File: src/design/sub_adder_consts.svh
// Constants for the subtractive one's-complement adder.
`ifndef SUB_ADDER_CONSTS_SVH
`define SUB_ADDER_CONSTS_SVH
`define ACC_WIDTH   24
`define GROUP_BITS  3
`define NUM_GROUPS  8
`define SIGN_BIT    23
`define ACC_RESET   24'h00_0000
`endif

File: src/design/sub_adder_pkg.sv
// Types for the subtractive one's-complement adder.
`default_nettype none
package sub_adder_pkg;
   typedef enum logic [2:0] {
      ST_IDLE   = 3'b000,
      ST_LOAD   = 3'b001,
      ST_TOGGLE = 3'b010,
      ST_BORROW = 3'b011,
      ST_PROBE  = 3'b100,
      ST_DONE   = 3'b101
   } step_t;
endpackage
`default_nettype wire

File: src/design/borrow_net.sv
// Combinational borrow network: bit borrows, group borrows, end-around borrow.
`default_nettype none
`include "sub_adder_consts.svh"
module borrow_net #(
   parameter int W = `ACC_WIDTH,
   parameter int G = `GROUP_BITS
) (
   // Toggled accumulator and operand buffer
   input  wire logic [W-1:0] acc,
   input  wire logic [W-1:0] buf_op,
   // Borrow marks for the probe step
   output logic      [W-1:0] marks
);
   // The half-register level is only a speed-up: a flat chain of group enables
   // reaches the same groups, so the halves are not built separately.
   localparam int NG = W / G;

   // Borrow walk through one group: a pending borrow marks a bit and keeps
   // climbing past zeros; bit G of the result is the borrow leaving the top.
   function automatic logic [G:0] group_walk(input logic [G-1:0] a,
                                             input logic [G-1:0] s,
                                             input logic         cin);
      logic [G:0] r;
      logic       pend;
      pend = cin;
      r    = '0;
      for (int b = 0; b < G; b++) begin
         r[b] = pend;
         pend = (pend & ~a[b]) | s[b];
      end
      r[G] = pend;
      return r;
   endfunction

   logic [W-1:0]  src;
   logic [W-1:0]  mk;
   logic [NG-1:0] gen;
   logic [NG-1:0] en;
   logic [NG-1:0] bin;
   logic [G:0]    walk;
   logic          run;
   always_comb begin
      src  = acc & buf_op;
      mk   = '0;
      walk = '0;
      run  = 1'b0;
      for (int g = 0; g < NG; g++) begin
         en[g]  = ~|acc[g*G +: G];
         walk   = group_walk(acc[g*G +: G], src[g*G +: G], 1'b0);
         gen[g] = walk[G];
      end
      for (int g = 0; g < NG; g++) begin
         bin[g] = 1'b0;
         run    = 1'b1;
         // Look down through enabled groups; below group 0 the top group follows.
         for (int d = 1; d <= NG; d++) begin
            if (run && gen[(g + NG - d) % NG]) begin
               bin[g] = 1'b1;
            end
            run = run & en[(g + NG - d) % NG];
         end
         walk         = group_walk(acc[g*G +: G], src[g*G +: G], bin[g]);
         mk[g*G +: G] = walk[G-1:0];
      end
   end
   assign marks = mk;
endmodule
`default_nettype wire

File: src/design/sub_ones_adder.sv
// Top of the subtractive one's-complement adder with its step sequencer.
// Overview of operation
// - Buffer bit 0 leaves the accumulator bit unchanged.
// - Buffer bit 1 inverts accumulator bit; a 0-to-1 change requests a borrow.
// - Add loads complemented operand into buffer; operand register stays intact.
// - Toggle step inverts all accumulator bits where buffer is 1, in parallel.
// - Accumulator and buffer both 1 marks higher bit, continuing through zeros.
// - Group borrow when a bit borrow has only zeros above it in its group.
// - Group borrow propagates fast, marking bits up to lowest bit holding 1.
// - All-zero group passes a borrow through and marks all its bits.
// - Borrow leaving the top group wraps into the lowest accumulator bit.
// - Probe inverts every accumulator bit carrying any borrow mark.
// - Steps run load, toggle, bit and group borrows in one step, then probe.
// - Subtract runs the same steps with the operand loaded uncomplemented.
// - Top accumulator bit is the sign: 1 negative, 0 positive.
// - Accumulator is 24 bits; borrows resolve within one clock cycle.
// - Borrow generation uses eight three-bit groups in one flat chain.
// - Add and subtract yield all ones only from an all-ones accumulator with a zero buffer.
`default_nettype none
`include "sub_adder_consts.svh"
module sub_ones_adder
   import sub_adder_pkg::*;
#(
   parameter int W = `ACC_WIDTH
) (
   // Clock and reset
   input  wire logic         clk,
   input  wire logic         arst_n,
   // Step requests from the sequencer
   input  wire logic         op_start,
   input  wire logic         op_sub,
   input  wire logic [W-1:0] operand,
   input  wire logic         acc_load,
   input  wire logic [W-1:0] acc_in,
   // Results
   output logic      [W-1:0] acc_q,
   output logic      [W-1:0] operand_complement_buffer_q,
   output logic              busy_q,
   output logic              done_q,
   output logic              sign_q
);
   ////////////////////////////////////////////////////////////////////////////
   step_t        step_q;
   logic [W-1:0] marks;
   logic [W-1:0] marks_q;
   logic [W-1:0] operand_q;

   borrow_net #(.W(W), .G(`GROUP_BITS)) u_net (
      .acc    (acc_q),
      .buf_op (operand_complement_buffer_q),
      .marks  (marks)
   );

   ////////////////////////////////////////////////////////////////////////////
   // Sequencer. The operand is sampled at start, but op_sub is read at the load step,
   // so a careless sequencer can still corrupt the buffer load by moving op_sub early.
   always_ff @(posedge clk or negedge arst_n) begin
      if (!arst_n) begin
         step_q <= ST_IDLE;
      end else begin
         case (step_q)
            ST_IDLE:   step_q <= op_start ? ST_LOAD : ST_IDLE;
            ST_LOAD:   step_q <= ST_TOGGLE;
            ST_TOGGLE: step_q <= ST_BORROW;
            ST_BORROW: step_q <= ST_PROBE;
            ST_PROBE:  step_q <= ST_DONE;
            ST_DONE:   step_q <= ST_IDLE;
            default:   step_q <= ST_IDLE;
         endcase
      end
   end

   always_ff @(posedge clk or negedge arst_n) begin
      if (!arst_n) begin
         operand_q <= '0;
      end else if (step_q == ST_IDLE && op_start) begin
         operand_q <= operand;
      end
   end

   always_ff @(posedge clk or negedge arst_n) begin
      if (!arst_n) begin
         operand_complement_buffer_q <= '0;
      end else if (step_q == ST_LOAD) begin
         operand_complement_buffer_q <= op_sub ? operand_q : ~operand_q;
      end
   end

   // Bit and group borrows settle together in one cycle off the toggled value.
   always_ff @(posedge clk or negedge arst_n) begin
      if (!arst_n) begin
         marks_q <= '0;
      end else if (step_q == ST_BORROW) begin
         marks_q <= marks;
      end
   end

   always_ff @(posedge clk or negedge arst_n) begin
      if (!arst_n) begin
         acc_q <= `ACC_RESET;
      end else if (step_q == ST_TOGGLE) begin
         acc_q <= acc_q ^ operand_complement_buffer_q;
      end else if (step_q == ST_PROBE) begin
         acc_q <= acc_q ^ marks_q;
      end else if (step_q == ST_IDLE && acc_load) begin
         acc_q <= acc_in;
      end
   end

   always_ff @(posedge clk or negedge arst_n) begin
      if (!arst_n) begin
         busy_q <= 1'b0;
         done_q <= 1'b0;
         sign_q <= 1'b0;
      end else begin
         busy_q <= (step_q != ST_IDLE && step_q != ST_DONE) || (step_q == ST_IDLE && op_start);
         done_q <= (step_q == ST_PROBE);
         sign_q <= (step_q == ST_PROBE) ? acc_q[`SIGN_BIT] ^ marks_q[`SIGN_BIT]
                 : (step_q == ST_TOGGLE)
                 ? acc_q[`SIGN_BIT] ^ operand_complement_buffer_q[`SIGN_BIT]
                 : (step_q == ST_IDLE && acc_load) ? acc_in[`SIGN_BIT]
                 : acc_q[`SIGN_BIT];
      end
   end

   ////////////////////////////////////////////////////////////////////////////
   property p_order;
      @(posedge clk) disable iff (!arst_n)
      (step_q == ST_IDLE && op_start) |=> step_q == ST_LOAD ##1 step_q == ST_TOGGLE
         ##1 step_q == ST_BORROW ##1 step_q == ST_PROBE ##1 step_q == ST_DONE;
   endproperty
   a_order: assert property (p_order) else $error("step order broken");

   property p_load;
      @(posedge clk) disable iff (!arst_n)
      (step_q == ST_LOAD) |=>
         operand_complement_buffer_q == ($past(op_sub) ? operand_q : ~operand_q);
   endproperty
   a_load: assert property (p_load) else $error("buffer load wrong");

   property p_toggle;
      @(posedge clk) disable iff (!arst_n)
      (step_q == ST_TOGGLE) |=> acc_q == ($past(acc_q) ^ operand_complement_buffer_q);
   endproperty
   a_toggle: assert property (p_toggle) else $error("toggle wrong");

   property p_probe;
      @(posedge clk) disable iff (!arst_n)
      (step_q == ST_PROBE) |=> acc_q == ($past(acc_q) ^ marks_q) && done_q;
   endproperty
   a_probe: assert property (p_probe) else $error("probe wrong");

   property p_sign;
      @(posedge clk) disable iff (!arst_n)
      ##1 sign_q == acc_q[`SIGN_BIT];
   endproperty
   a_sign: assert property (p_sign) else $error("sign mismatch");

   property p_sum;
      @(posedge clk) disable iff (!arst_n)
      (step_q == ST_IDLE && op_start && !acc_load) ##1 1'b1 [*4] ##1 1'b1 |->
         acc_q == W'(({1'b0, $past(acc_q, 5)} + {1'b0, $past(op_sub, 4) ? ~operand_q
            : operand_q}) + (({1'b0, $past(acc_q, 5)} + {1'b0, $past(op_sub, 4) ?
            ~operand_q : operand_q}) >> W)) || acc_q == '0 || acc_q == '1;
   endproperty
   a_sum: assert property (p_sum) else $error("sum wrong");

   property p_quiet;
      @(posedge clk) disable iff (!arst_n)
      (step_q == ST_IDLE && !op_start && !acc_load) |=> $stable(acc_q);
   endproperty
   a_quiet: assert property (p_quiet) else $error("acc changed when idle");

   property p_busy;
      @(posedge clk) disable iff (!arst_n)
      (step_q == ST_IDLE && op_start) |=> busy_q [*4] ##1 (busy_q && done_q)
         ##1 (!busy_q && !done_q);
   endproperty
   a_busy: assert property (p_busy) else $error("busy/done timing");

   // The latched operand stands for the whole operation.
   property p_operand_hold;
      @(posedge clk) disable iff (!arst_n)
      (step_q != ST_IDLE) |=> $stable(operand_q);
   endproperty
   a_operand_hold: assert property (p_operand_hold) else $error("operand moved");

   property p_buf_hold;
      @(posedge clk) disable iff (!arst_n)
      (step_q != ST_LOAD) |=> $stable(operand_complement_buffer_q);
   endproperty
   a_buf_hold: assert property (p_buf_hold) else $error("buffer moved");

   property p_refuse;
      @(posedge clk) disable iff (!arst_n)
      (step_q != ST_IDLE) |=> step_q != ST_LOAD;
   endproperty
   a_refuse: assert property (p_refuse) else $error("start taken while busy");

   property p_done_pulse;
      @(posedge clk) disable iff (!arst_n)
      done_q |=> !done_q;
   endproperty
   a_done_pulse: assert property (p_done_pulse) else $error("done too long");

   property p_done_state;
      @(posedge clk) disable iff (!arst_n)
      done_q |-> step_q == ST_DONE;
   endproperty
   a_done_state: assert property (p_done_state) else $error("done out of step");

   property p_no_neg_zero;
      @(posedge clk) disable iff (!arst_n)
      (step_q == ST_PROBE) |=> acc_q != '1
         || ($past(acc_q, 3) == '1 && operand_complement_buffer_q == '0);
   endproperty
   a_no_neg_zero: assert property (p_no_neg_zero) else $error("negative zero made");

   property p_zero_buf;
      @(posedge clk) disable iff (!arst_n)
      (step_q == ST_PROBE && operand_complement_buffer_q == '0) |=> acc_q == $past(acc_q, 3);
   endproperty
   a_zero_buf: assert property (p_zero_buf) else $error("zero operand changed acc");

   property p_marks_hold;
      @(posedge clk) disable iff (!arst_n)
      (step_q != ST_BORROW) |=> $stable(marks_q);
   endproperty
   a_marks_hold: assert property (p_marks_hold) else $error("marks moved");
endmodule
`default_nettype wire

File: config.mk
export PLATFORM = sky130hd
export DESIGN_NAME = sub_ones_adder
export DESIGN_NICKNAME = d
export VERILOG_FILES = /design/src/design/sub_adder_pkg.sv /design/src/design/borrow_net.sv /design/src/design/sub_ones_adder.sv
export VERILOG_INCLUDE_DIRS = /design/src /design/src/design
export SDC_FILE = /design/constraint.sdc
export NUM_CORES = 1
export LEC_CHECK = 0
export BUFFER_PORTS_ARGS = -buffer_cell sky130_fd_sc_hd__clkbuf_2
export CORE_MARGIN = 2
export CORE_UTILIZATION = 50
export CTS_BUF_LIST = sky130_fd_sc_hd__clkbuf_8
export DETAILED_ROUTE_END_ITERATION = 7
export PLACE_DENSITY = 0.73
export SLEW_MARGIN = 0
export SYNTH_ARGS = -nofsm -noshare
export SYNTH_HDL_FRONTEND = slang
export SYNTH_SLANG_ARGS = --single-unit
File: constraint.sdc
create_clock -name clk -period 3.1 [get_ports clk]
set_input_delay 0.155 -clock clk [delete_from_list [all_inputs] [get_ports clk]]
set_output_delay 0.155 -clock clk [all_outputs]
set_load 0.005 [all_outputs]
==> impl_metrics.yaml, run 1 <==
setup_path:
  crit_type: "flip-flop to flip-flop"
  cp.required_ns: 3.36
  reg2reg_depth: 6
  cp-start-kind: "flip-flop"
  cp_slowest_cell: "dfrtp_1"
  arrival_ns: 2.66
  critPathMaxStageDelay_ns: 0.49
  cp_max_fo: 7
  r2r_slack_ns: 0.71
  regToRegStartpoint: "acc_q[2]"
  cp-end-kind: "flip-flop"
  r2r-end: "marks_q[11]"
  path_cells: "or3_4 > or2_1 > o31a_1 > o41ai_4 > a211oi_1 > o41ai_2"
worst_hold_path:
  hold_path_depth: 3
  hold_start: "acc_in[13]"
  min_to: "acc_q[13]"
  hp-class: "primary input to flip-flop"
clock_network:
  cts_max_level: 3
  cts_tree: "built"
  clkLatencyLatePin_ns: 0.39
  cts_max_path_buffers: 2
  clkTransAtPathRegs_ns: 0.12
  cts.sinks: 102
  cts_buffers: 9
  clock-root-buffer: "clkbuf_8"
job:
  drv_cap: 0
placed_design:
  gp_congestion: 0.9635
  dp_slack_ns: 0.7800
  port_buffers: 103
  dp.cells: 813
  dp_hpwl_microns: 10450
  placed_area_sq_um: 6237
cells_and_area:
  layout-drive-gt1-share: 0.2353
  finalNetCount: 770
  antenna_cells: 0
  areaGrowthSynthToFinish_pct: 18.13
  final_util: 0.6112
  final_cells: 854
  fin_area_sq_um: 6684
synth:
  ys_ff_latch: 102
  synth_compound_area_frac: 0.1937
  synthCells: 608
  yosys-mux-area-fraction: 0.06833
  synth_top_family_by_area: "compound AO/OA/AOI/OAI gates"
  synth.distinct_cells: 48
  yosys_warnings: 0
  synth-edff-count: 0
  ys_seq_area_frac: 0.4511
  synth_top_cell_by_area: "dfrtp_1"
  async_flop_share: 1.000
  synth_nets: 669
  synth.cell_area_sq_um: 5658
  synthDominantCellAreaShare: 0.4511
  synthTopCellsByArea: "dfrtp_1 (45%), mux2_2 (5.8%), o21ai_0 (5.0%)"
  yosysMostFrequentCell: "dfrtp_1"
  synthSimpleGateAreaFrac: 0.1557
  synth_xor_xnor_area_share: 0.07430
  synthAdderAreaFrac: 0.01769
  synth_area_per_cell_sq_um: 9.306
  synth_commonest_cells: "dfrtp_1 (102), nor2_1 (69), nand2_1 (57)"
  synth_ff_type: "dfrtp_1"
timing:
  worst_pin_slew_ns: 1.104
  hold_ws_ns: 0.1406
  slew_headroom: 0.2640
  setup_viol: 0
  fin_ws_ns: 0.7098
  period_share: 0.7710
  fin_crit_ns: 2.390
  fin_skew_ns: 0.01910
  drv_slew: 0
  tns_ns: 0
  fmax_mhz: 418.4
  hold_viol: 0
  rsz0062_at_grt: "false"
drt:
  via_per_inst: 5.733
  ant_nets: 0
  drcViolationCount: 0
  drt_iter0_drc: 407
  totalWireLength_microns: 14950
  wl_per_cell_microns: 17.51
  route.top_layer_used: "met4"
  wl_met3_microns: 713
  met2RoutedLength_microns: 7109
  vias: 4896
  wirelength_met1_microns: 6914
  drt_pass1_iterations: 5
die:
  core_area_sq_um: 10940
  io_pins: 104
  rows: 38
  fp.dieW_microns: 110.4
  start_util: 0.5174
  die-height_microns: 110.4
  die_area_sq_um: 12180
power_and_ir_drop:
  fin_total_pwr_mw: 7.200
  clkPwrFrac: 0.118
  irDropWorstVdd_mv: 0.5523
  sw_frac_of_total: 0.4579
  power_density_nw_per_um2: 1077
  p_leak_nw: 2.963
  p_sw_mw: 3.297
  seq_power_share: 0.408
  intPower_mw: 3.903
  pwr-share-comb: 0.474
global_route:
  grt.total_usage: 0.2602
  grt_pass1_wl_microns: 24210
  antenna_found_initial: 0
  overflow: 0
  grt_max_degree: 50
  grt_pass1_vias: 4800
outcome:
  outcome: "finished clean"
## layout make-up
type,count,area [sq um]
timing repair buffer,139,850.8
inverter,3,11.26
clock inverter,7,72.57
fill,967,4252
multi-input combinational,454,2898
tap,140,175.2
clock buffer,9,123.9
sequential,102,2552
## kinds of logic (layout without fill, tap and decap cells)
logic type,after synthesis,count (layout)
AOI/OAI and AO/OA,173,173
xor gates and xnor gates,48,48
adders and majority gates,8,8
buffers and inverters,52,158
DFF,102,102
muxes,35,35
and+or+nand+nor,190,190
## worst max path at each step
stage	from	endpoint	slack [ns]
6_report	acc_q[2]	marks_q[11]	0.71
5_1_grt	acc_q[0]	marks_q[8]	0.57
4_1_cts	acc_q[2]	marks_q[11]	0.77
3_5_place_dp	acc_q[4]	marks_q[11]	0.78
3_3_place_gp	acc_q[6]	marks_q[7]	0.84
2_1_floorplan	acc_q[3]	marks_q[11]	0.97
## worst max-delay path: cells and delay by family, from the launching register on
kind / cells / cell delay [ns]
and+or+nand+nor: 2 / 0.70
AOI/OAI and AO/OA: 4 / 1.07
DFF: 1 / 0.49
## layer usage
metal / vias to the layer above / GRT usage
li1: 2359 / -
met1: 2359 / 0.3545
met2: 155 / 0.4259
met3: 23 / 0.04586
met4: 0 / 0.07857
met5: - / 0
## flip-flops by register name, indices dropped and copies added, names as in the netlist
register                     cells
sign_q                           1
acc_q                           24
marks_q                         24
busy_q                           1
operand_complement_buffer_q     24
operand_q                       24
step_q                           3
done_q                           1
## power groups by stage
stage / registers [mW] / clock network, mW / logic, mW
floorplan: 2.54 / 0 / 2.62
global placement: 2.88 / 0 / 3.27
detailed placement: 2.93 / 0 / 3.37
CTS: 2.90 / 0.878 / 3.41
global route: 3.04 / 0.914 / 3.84
finish: 2.94 / 0.852 / 3.41
## layout by cell type (no fill, tap or decap), types with 2 or more instances in the layout
cell type | synthesis | routed
nor2b_1 | 9 | 9
mux2i_1 | 6 | 6
dlygate4sd3_1 | 0 | 25
o31ai_1 | 8 | 8
nand2b_1 | 3 | 3
clkbuf_8 | 0 | 9
and2_1 | 2 | 2
or3_4 | 2 | 2
dfrtp_1 | 102 | 102
a32oi_1 | 3 | 3
nor2_1 | 69 | 69
or3_1 | 11 | 11
o211ai_1 | 5 | 5
o21a_1 | 2 | 2
o32a_1 | 8 | 8
ha_1 | 8 | 8
and3_1 | 7 | 7
inv_8 | 0 | 3
a31oi_1 | 6 | 6
o31a_1 | 3 | 3
mux2_2 | 29 | 29
buf_4 | 0 | 12
inv_1 | 3 | 3
xnor2_1 | 24 | 24
a21oi_1 | 50 | 50
o22ai_1 | 3 | 3
o41ai_1 | 3 | 3
nand3_1 | 9 | 9
a41oi_1 | 2 | 2
nand2_1 | 57 | 57
nor3_1 | 11 | 11
a211oi_1 | 18 | 18
xor2_1 | 24 | 24
nor4b_1 | 2 | 2
clkbuf_2 | 0 | 102
o21ai_0 | 56 | 56
## repair_timing
item,CTS,global route
hold endpoints to repair,67,0
resized for setup,0,0
hold buffers,25,0
buffers inserted,0,0
Power figures use the tool's default switching activity.
==> run 2, diff against run 1 <==
--- a/config.mk
+++ b/config.mk
@@ -11,7 +11,7 @@
 export CORE_UTILIZATION = 50
 export CTS_BUF_LIST = sky130_fd_sc_hd__clkbuf_8
 export DETAILED_ROUTE_END_ITERATION = 7
-export PLACE_DENSITY = 0.73
+export PLACE_DENSITY = 0.76
 export SLEW_MARGIN = 0
 export SYNTH_ARGS = -nofsm -noshare
 export SYNTH_HDL_FRONTEND = slang
==> constraint.sdc (replaced) <==
create_clock -name clk -period 2.1 [get_ports clk]
set_input_delay 0.105 -clock clk [delete_from_list [all_inputs] [get_ports clk]]
set_output_delay 0.105 -clock clk [all_outputs]
set_load 0.005 [all_outputs]
==> run 2 against run 1 <==
Compared with the run above: the run now ends with setup timing left; worst setup slack lost 0.76 ns; cell area grew 12%; utilization grew 7.4 points; hold slack lost 0.067 ns; clock-buffer cell count grew 2; sequential cell count is the same; maximum frequency grew 11%; clock skew shrank 0.0058 ns; combinational power grew 110%; critical path type unchanged.
==> impl_metrics.yaml, run 2 (synthesis gave the netlist of run 1 again) <==
timing:
  slew_headroom: 0.5699
  drv_slew: 0
  period_share: 1.024
  rsz0062_at_grt: "true"
  tns_ns: -0.08666
  fin_crit_ns: 2.150
  fin_ws_ns: -0.04952
  worst_pin_slew_ns: 0.6451
  hold_viol: 0
  setup_viol: 3
  fmax_mhz: 465.2
  fin_skew_ns: 0.01331
clock_network:
  cts_buffers: 9
  cts_max_level: 3
  cts_tree: "built"
  clkTransAtPathRegs_ns: 0.10
  clkLatencyLatePin_ns: 0.39
  cts_max_path_buffers: 2
  cts.sinks: 102
  clock-root-buffer: "clkbuf_8"
cells_and_area:
  final_cell_mix: "dfrtp_1 (102), clkbuf_2 (102), buf_4 (85), nor2_1 (68), nand2_1 (57)"
  antenna_cells: 0
  finalNetCount: 848
  fin_area_sq_um: 7496
  final_cells: 932
  layout-drive-gt1-share: 0.3359
  areaGrowthSynthToFinish_pct: 32.49
die:
  die-height_microns: 110.4
  core_area_sq_um: 10940
  die_area_sq_um: 12180
  start_util: 0.5174
  io_pins: 104
  rows: 38
  fp.dieW_microns: 110.4
setup_path:
  cp-end-kind: "flip-flop"
  cp-start-kind: "flip-flop"
  crit_type: "flip-flop to flip-flop"
  r2r-end: "marks_q[11]"
  cp.required_ns: 2.39
  reg2reg_depth: 6
  r2r_slack_ns: -0.05
  cp_max_fo: 4
  regToRegStartpoint: "acc_q[4]"
  arrival_ns: 2.44
placed_design:
  port_buffers: 103
  dp_hpwl_microns: 11550
  placed_area_sq_um: 6863
  dp_slack_ns: -0.09653
  gp_congestion: 0.9541
  dp.cells: 888
global_route:
  grt.total_usage: 0.2779
  overflow: 0
  grt_pass1_wl_microns: 25390
  antenna_found_initial: 0
  grt_max_degree: 50
  grt_pass1_vias: 4990
power_and_ir_drop:
  p_leak_nw: 3.390
  power_density_nw_per_um2: 1660
  irDropWorstVdd_mv: 0.8991
outcome:
  outcome: "finished with violations"
  violations: "setup timing"
drt:
  drt_iter0_drc: 371
  vias: 5307
  drt_pass1_iterations: 5
  totalWireLength_microns: 16300
  ant_nets: 0
  via_per_inst: 5.694
  wl_per_cell_microns: 17.49
  drcViolationCount: 0
job:
  drv_cap: 0
worst_hold_path:
  hp-class: "primary input to flip-flop"
  min_to: "busy_q"
  hold_start: "op_start"
  hold_path_depth: 4
## run 2: cell types whose count changed in the layout (fill, tap and decap cells not counted), sizes merged
cell      change
buf          +78
inv           -2
clkinv        -3
bufinv        +2
clkbuf        +2
clkinvlp      +1
## run 2: report_power, final
group          internal, mW  leakage [nW]  total (mW)  switching [mW]
registers              2.95          1.22        3.82           0.872
logic                  3.45          2.05        7.14            3.69
clock network         0.749         0.118        1.48           0.732
total                  7.15          3.39        12.4            5.29
## run 2: worst max path at each step
stage	startpoint	end	slack, ns
floorplan	acc_q[5]	marks_q[11]	-0.02
finish	acc_q[4]	marks_q[11]	-0.05
CTS	acc_q[4]	marks_q[11]	-0.06
global placement	acc_q[0]	marks_q[14]	-0.14
global route	acc_q[6]	marks_q[12]	-0.24
detailed placement	acc_q[0]	marks_q[14]	-0.1
## run 2: per-layer routing
metal / track usage / wire length (microns) / vias up
li1: - / - / 2511
met3: 0.04468 / 881 / 21
met2: 0.4439 / 7813 / 190
met5: 0 / 0 / -
met4: 0.1018 / 288 / 0
met1: 0.3835 / 7318 / 2585
## run 2: layout make-up
class / count / area (sq um)
fillers: 863 / 3440
multi-input cells: 454 / 3019
flip-flops and latches: 102 / 2552
repair buffers: 217 / 1499
well taps: 140 / 175.2
clock buffers: 11 / 151.4
clock inverters: 5 / 87.58
inverters: 3 / 11.26
## run 2: repair_timing
| item | CTS | global route |
|---|---|---|
| endpoints found under the setup margin | 17 | 20 |
| hold buffers | 25 | 0 |
| pin swaps | 5 | 8 |
| buffers inserted | 1 | 4 |
| resized for setup | 13 | 14 |
| gates cloned | 0 | 0 |
| endpoints found under the hold margin | 69 | 0 |
## run 2: stage by stage
step                      hold WS [ns]    util  total power, mW
final                          0.07381  0.6855            12.44
after global routing            0.1169  0.6855            13.33
after CTS                      0.05997  0.6783            12.22
after detailed placement        0.1704  0.6276            10.57
after global placement          0.1531  0.6276            10.34
after floorplan                -0.1906       -            7.622
## run 2: critical path: stages (launching register included)
cell	delay, ns
dfrtp_1	0.42
or3_4	0.39
or2_1	0.26
o31a_1	0.34
o41ai_4	0.26
a211oi_2	0.10
o41ai_2	0.28
==> run 3, diff against run 2 <==
--- a/config.mk
+++ b/config.mk
@@ -7,6 +7,7 @@
 export NUM_CORES = 1
 export LEC_CHECK = 0
 export BUFFER_PORTS_ARGS = -buffer_cell sky130_fd_sc_hd__clkbuf_2
+export CORE_ASPECT_RATIO = 0.9
 export CORE_MARGIN = 2
 export CORE_UTILIZATION = 50
 export CTS_BUF_LIST = sky130_fd_sc_hd__clkbuf_8
==> run 3 against run 2 <==
Compared with the run above: the run still ends with setup timing left; sequential cell count unchanged; critical path type unchanged; sequential power about the same; clock power down 3%; final cell count up 2.9%.
==> impl_metrics.yaml, run 3 (synthesis gave the netlist of run 1 again) <==
outcome:
  outcome: "finished with violations"
  violations: "setup timing"
global_route:
  overflow: 0
  grt_max_degree: 58
  grt.total_usage: 0.2817
  use_met1: 0.4076
  antenna_found_initial: 0
  grt.met3_usage: 0.04988
  grt_pass1_wl_microns: 26540
  met2_usage: 0.4340
  top_usage_layer: "met2"
  grt_pass1_vias: 5199
die:
  fp.dieW_microns: 116.1
  die-height_microns: 104.9
  die_area_sq_um: 12180
  io_pins: 104
  start_util: 0.5169
  rows: 36
  core_area_sq_um: 10950
setup_path:
  cp-start-kind: "flip-flop"
  arrival_ns: 2.52
  crit_type: "flip-flop to flip-flop"
  cp.required_ns: 2.39
  cp-end-kind: "flip-flop"
  cp_max_fo: 5
power_and_ir_drop:
  power_density_nw_per_um2: 1688
  sw_frac_of_total: 0.4306
  p_leak_nw: 3.491
  clkPwrFrac: 0.109
  irDropWorstVdd_mv: 0.8891
  p_sw_mw: 5.646
  pwr-share-comb: 0.598
  seq_power_share: 0.293
  intPower_mw: 7.466
drt:
  totalWireLength_microns: 17090
  via_per_inst: 5.691
  wl_per_cell_microns: 17.82
  ant_nets: 0
  drt_pass1_iterations: 5
  drt_iter0_drc: 553
  drcViolationCount: 0
  vias: 5458
cells_and_area:
  areaGrowthSynthToFinish_pct: 37.33
  final_cell_mix: "clkbuf_2 (102), dfrtp_1 (101), buf_4 (95), nor2_1 (69), nand2_1 (57)"
  final_common_cell: "clkbuf_2"
  layout-drive-gt1-share: 0.3680
  finalNetCount: 863
  final_util: 0.7099
  antenna_cells: 0
clock_network:
  cts_max_level: 3
  clock-root-buffer: "clkbuf_8"
  cts_buffers: 9
  cts_tree: "built"
  clkLatencyLatePin_ns: 0.39
  clkTransAtPathRegs_ns: 0.10
  cts_max_path_buffers: 2
  cts.sinks: 102
timing:
  fin_ws_ns: -0.1300
  fmax_mhz: 448.4
  setup_viol: 10
  hold_viol: 0
  drv_slew: 0
  fin_crit_ns: 2.230
  slew_headroom: 0.5243
  fin_skew_ns: 0.01457
  hold_ws_ns: 0.07649
  rsz0062_at_grt: "true"
  period_share: 1.062
  worst_pin_slew_ns: 0.7135
placed_design:
  dp_hpwl_microns: 11830
  port_buffers: 103
  gp_congestion: 0.9734
worst_hold_path:
  hp-class: "primary input to flip-flop"
job:
  drv_cap: 0
run 3: path summary, 6_finish.rpt:
kind / to / cells past startpoint / slack, ns / from
max in group asynchronous: acc_q[7] / 3 / 1.28 / arst_n
setup / recovery: marks_q[11] / 6 / -0.13 / acc_q[2]
setup reg to reg: marks_q[11] / 6 / -0.13 / acc_q[2]
hold / removal: busy_q / 4 / 0.08 / op_start
hold reg to reg: marks_q[3] / 2 / 0.52 / marks_q[3]
min in group asynchronous: operand_complement_buffer_q[18] / 2 / 0.13 / arst_n
run 3: critical path, stage by stage (launching register included):
cell	delay, ns
dfrtp_1	0.41
or3_4	0.43
or2_1	0.25
o31a_1	0.39
o41ai_4	0.28
a211oi_2	0.11
o41ai_2	0.28
run 3: final cells by class:
cell class	instances	area [sq um]
clock buffer	9	123.9
sequential	102	2554
multi-input combinational	454	3151
inverter	3	11.26
tap	152	190.2
timing repair buffer	232	1639
fill	810	3176
clock inverter	7	101.3
run 3: per-layer routing:
metal / part of all wire / wire length, microns / vias up
met5: 0 / 0 / -
met4: 0.016 / 271 / 0
met3: 0.067 / 1152 / 32
met2: 0.47 / 8021 / 230
met1: 0.45 / 7648 / 2640
li1: - / - / 2556
run 3: power by group through the flow:
stage / Combinational [mW] / Sequential [mW] / Clock [mW]
detailed placement: 6.90 / 3.81 / 0
global placement: 6.69 / 3.76 / 0
CTS: 7.22 / 3.78 / 1.46
finish: 7.84 / 3.84 / 1.43
floorplan: 3.88 / 3.74 / 0
global route: 8.52 / 3.95 / 1.53
run 3: timing repair:
item                                   CTS  global route
cloned                                   0             0
endpoints found under the hold margin  126             0
buffers inserted                         9             7
setup endpoints to repair               15            22
resized for setup                       15            47
hold buffers                            25             0
pin swaps                                8            18
run 3: per-stage QoR:
step                worst slack [ns]  total power [mW]  instance area, sq um  cells  TNS (ns)
floorplan                   -0.01950             7.622                  5659    608  -0.01950
global placement            -0.06387             10.45                  6920    904   -0.2893
detailed placement           -0.1439             10.71                  6920    904   -0.6496
CTS                         -0.04394             12.46                  7538    954   -0.1651
global route                 -0.2015             14.00                  7770    959    -1.726
finish                       -0.1300             13.11                  7770    959   -0.6361
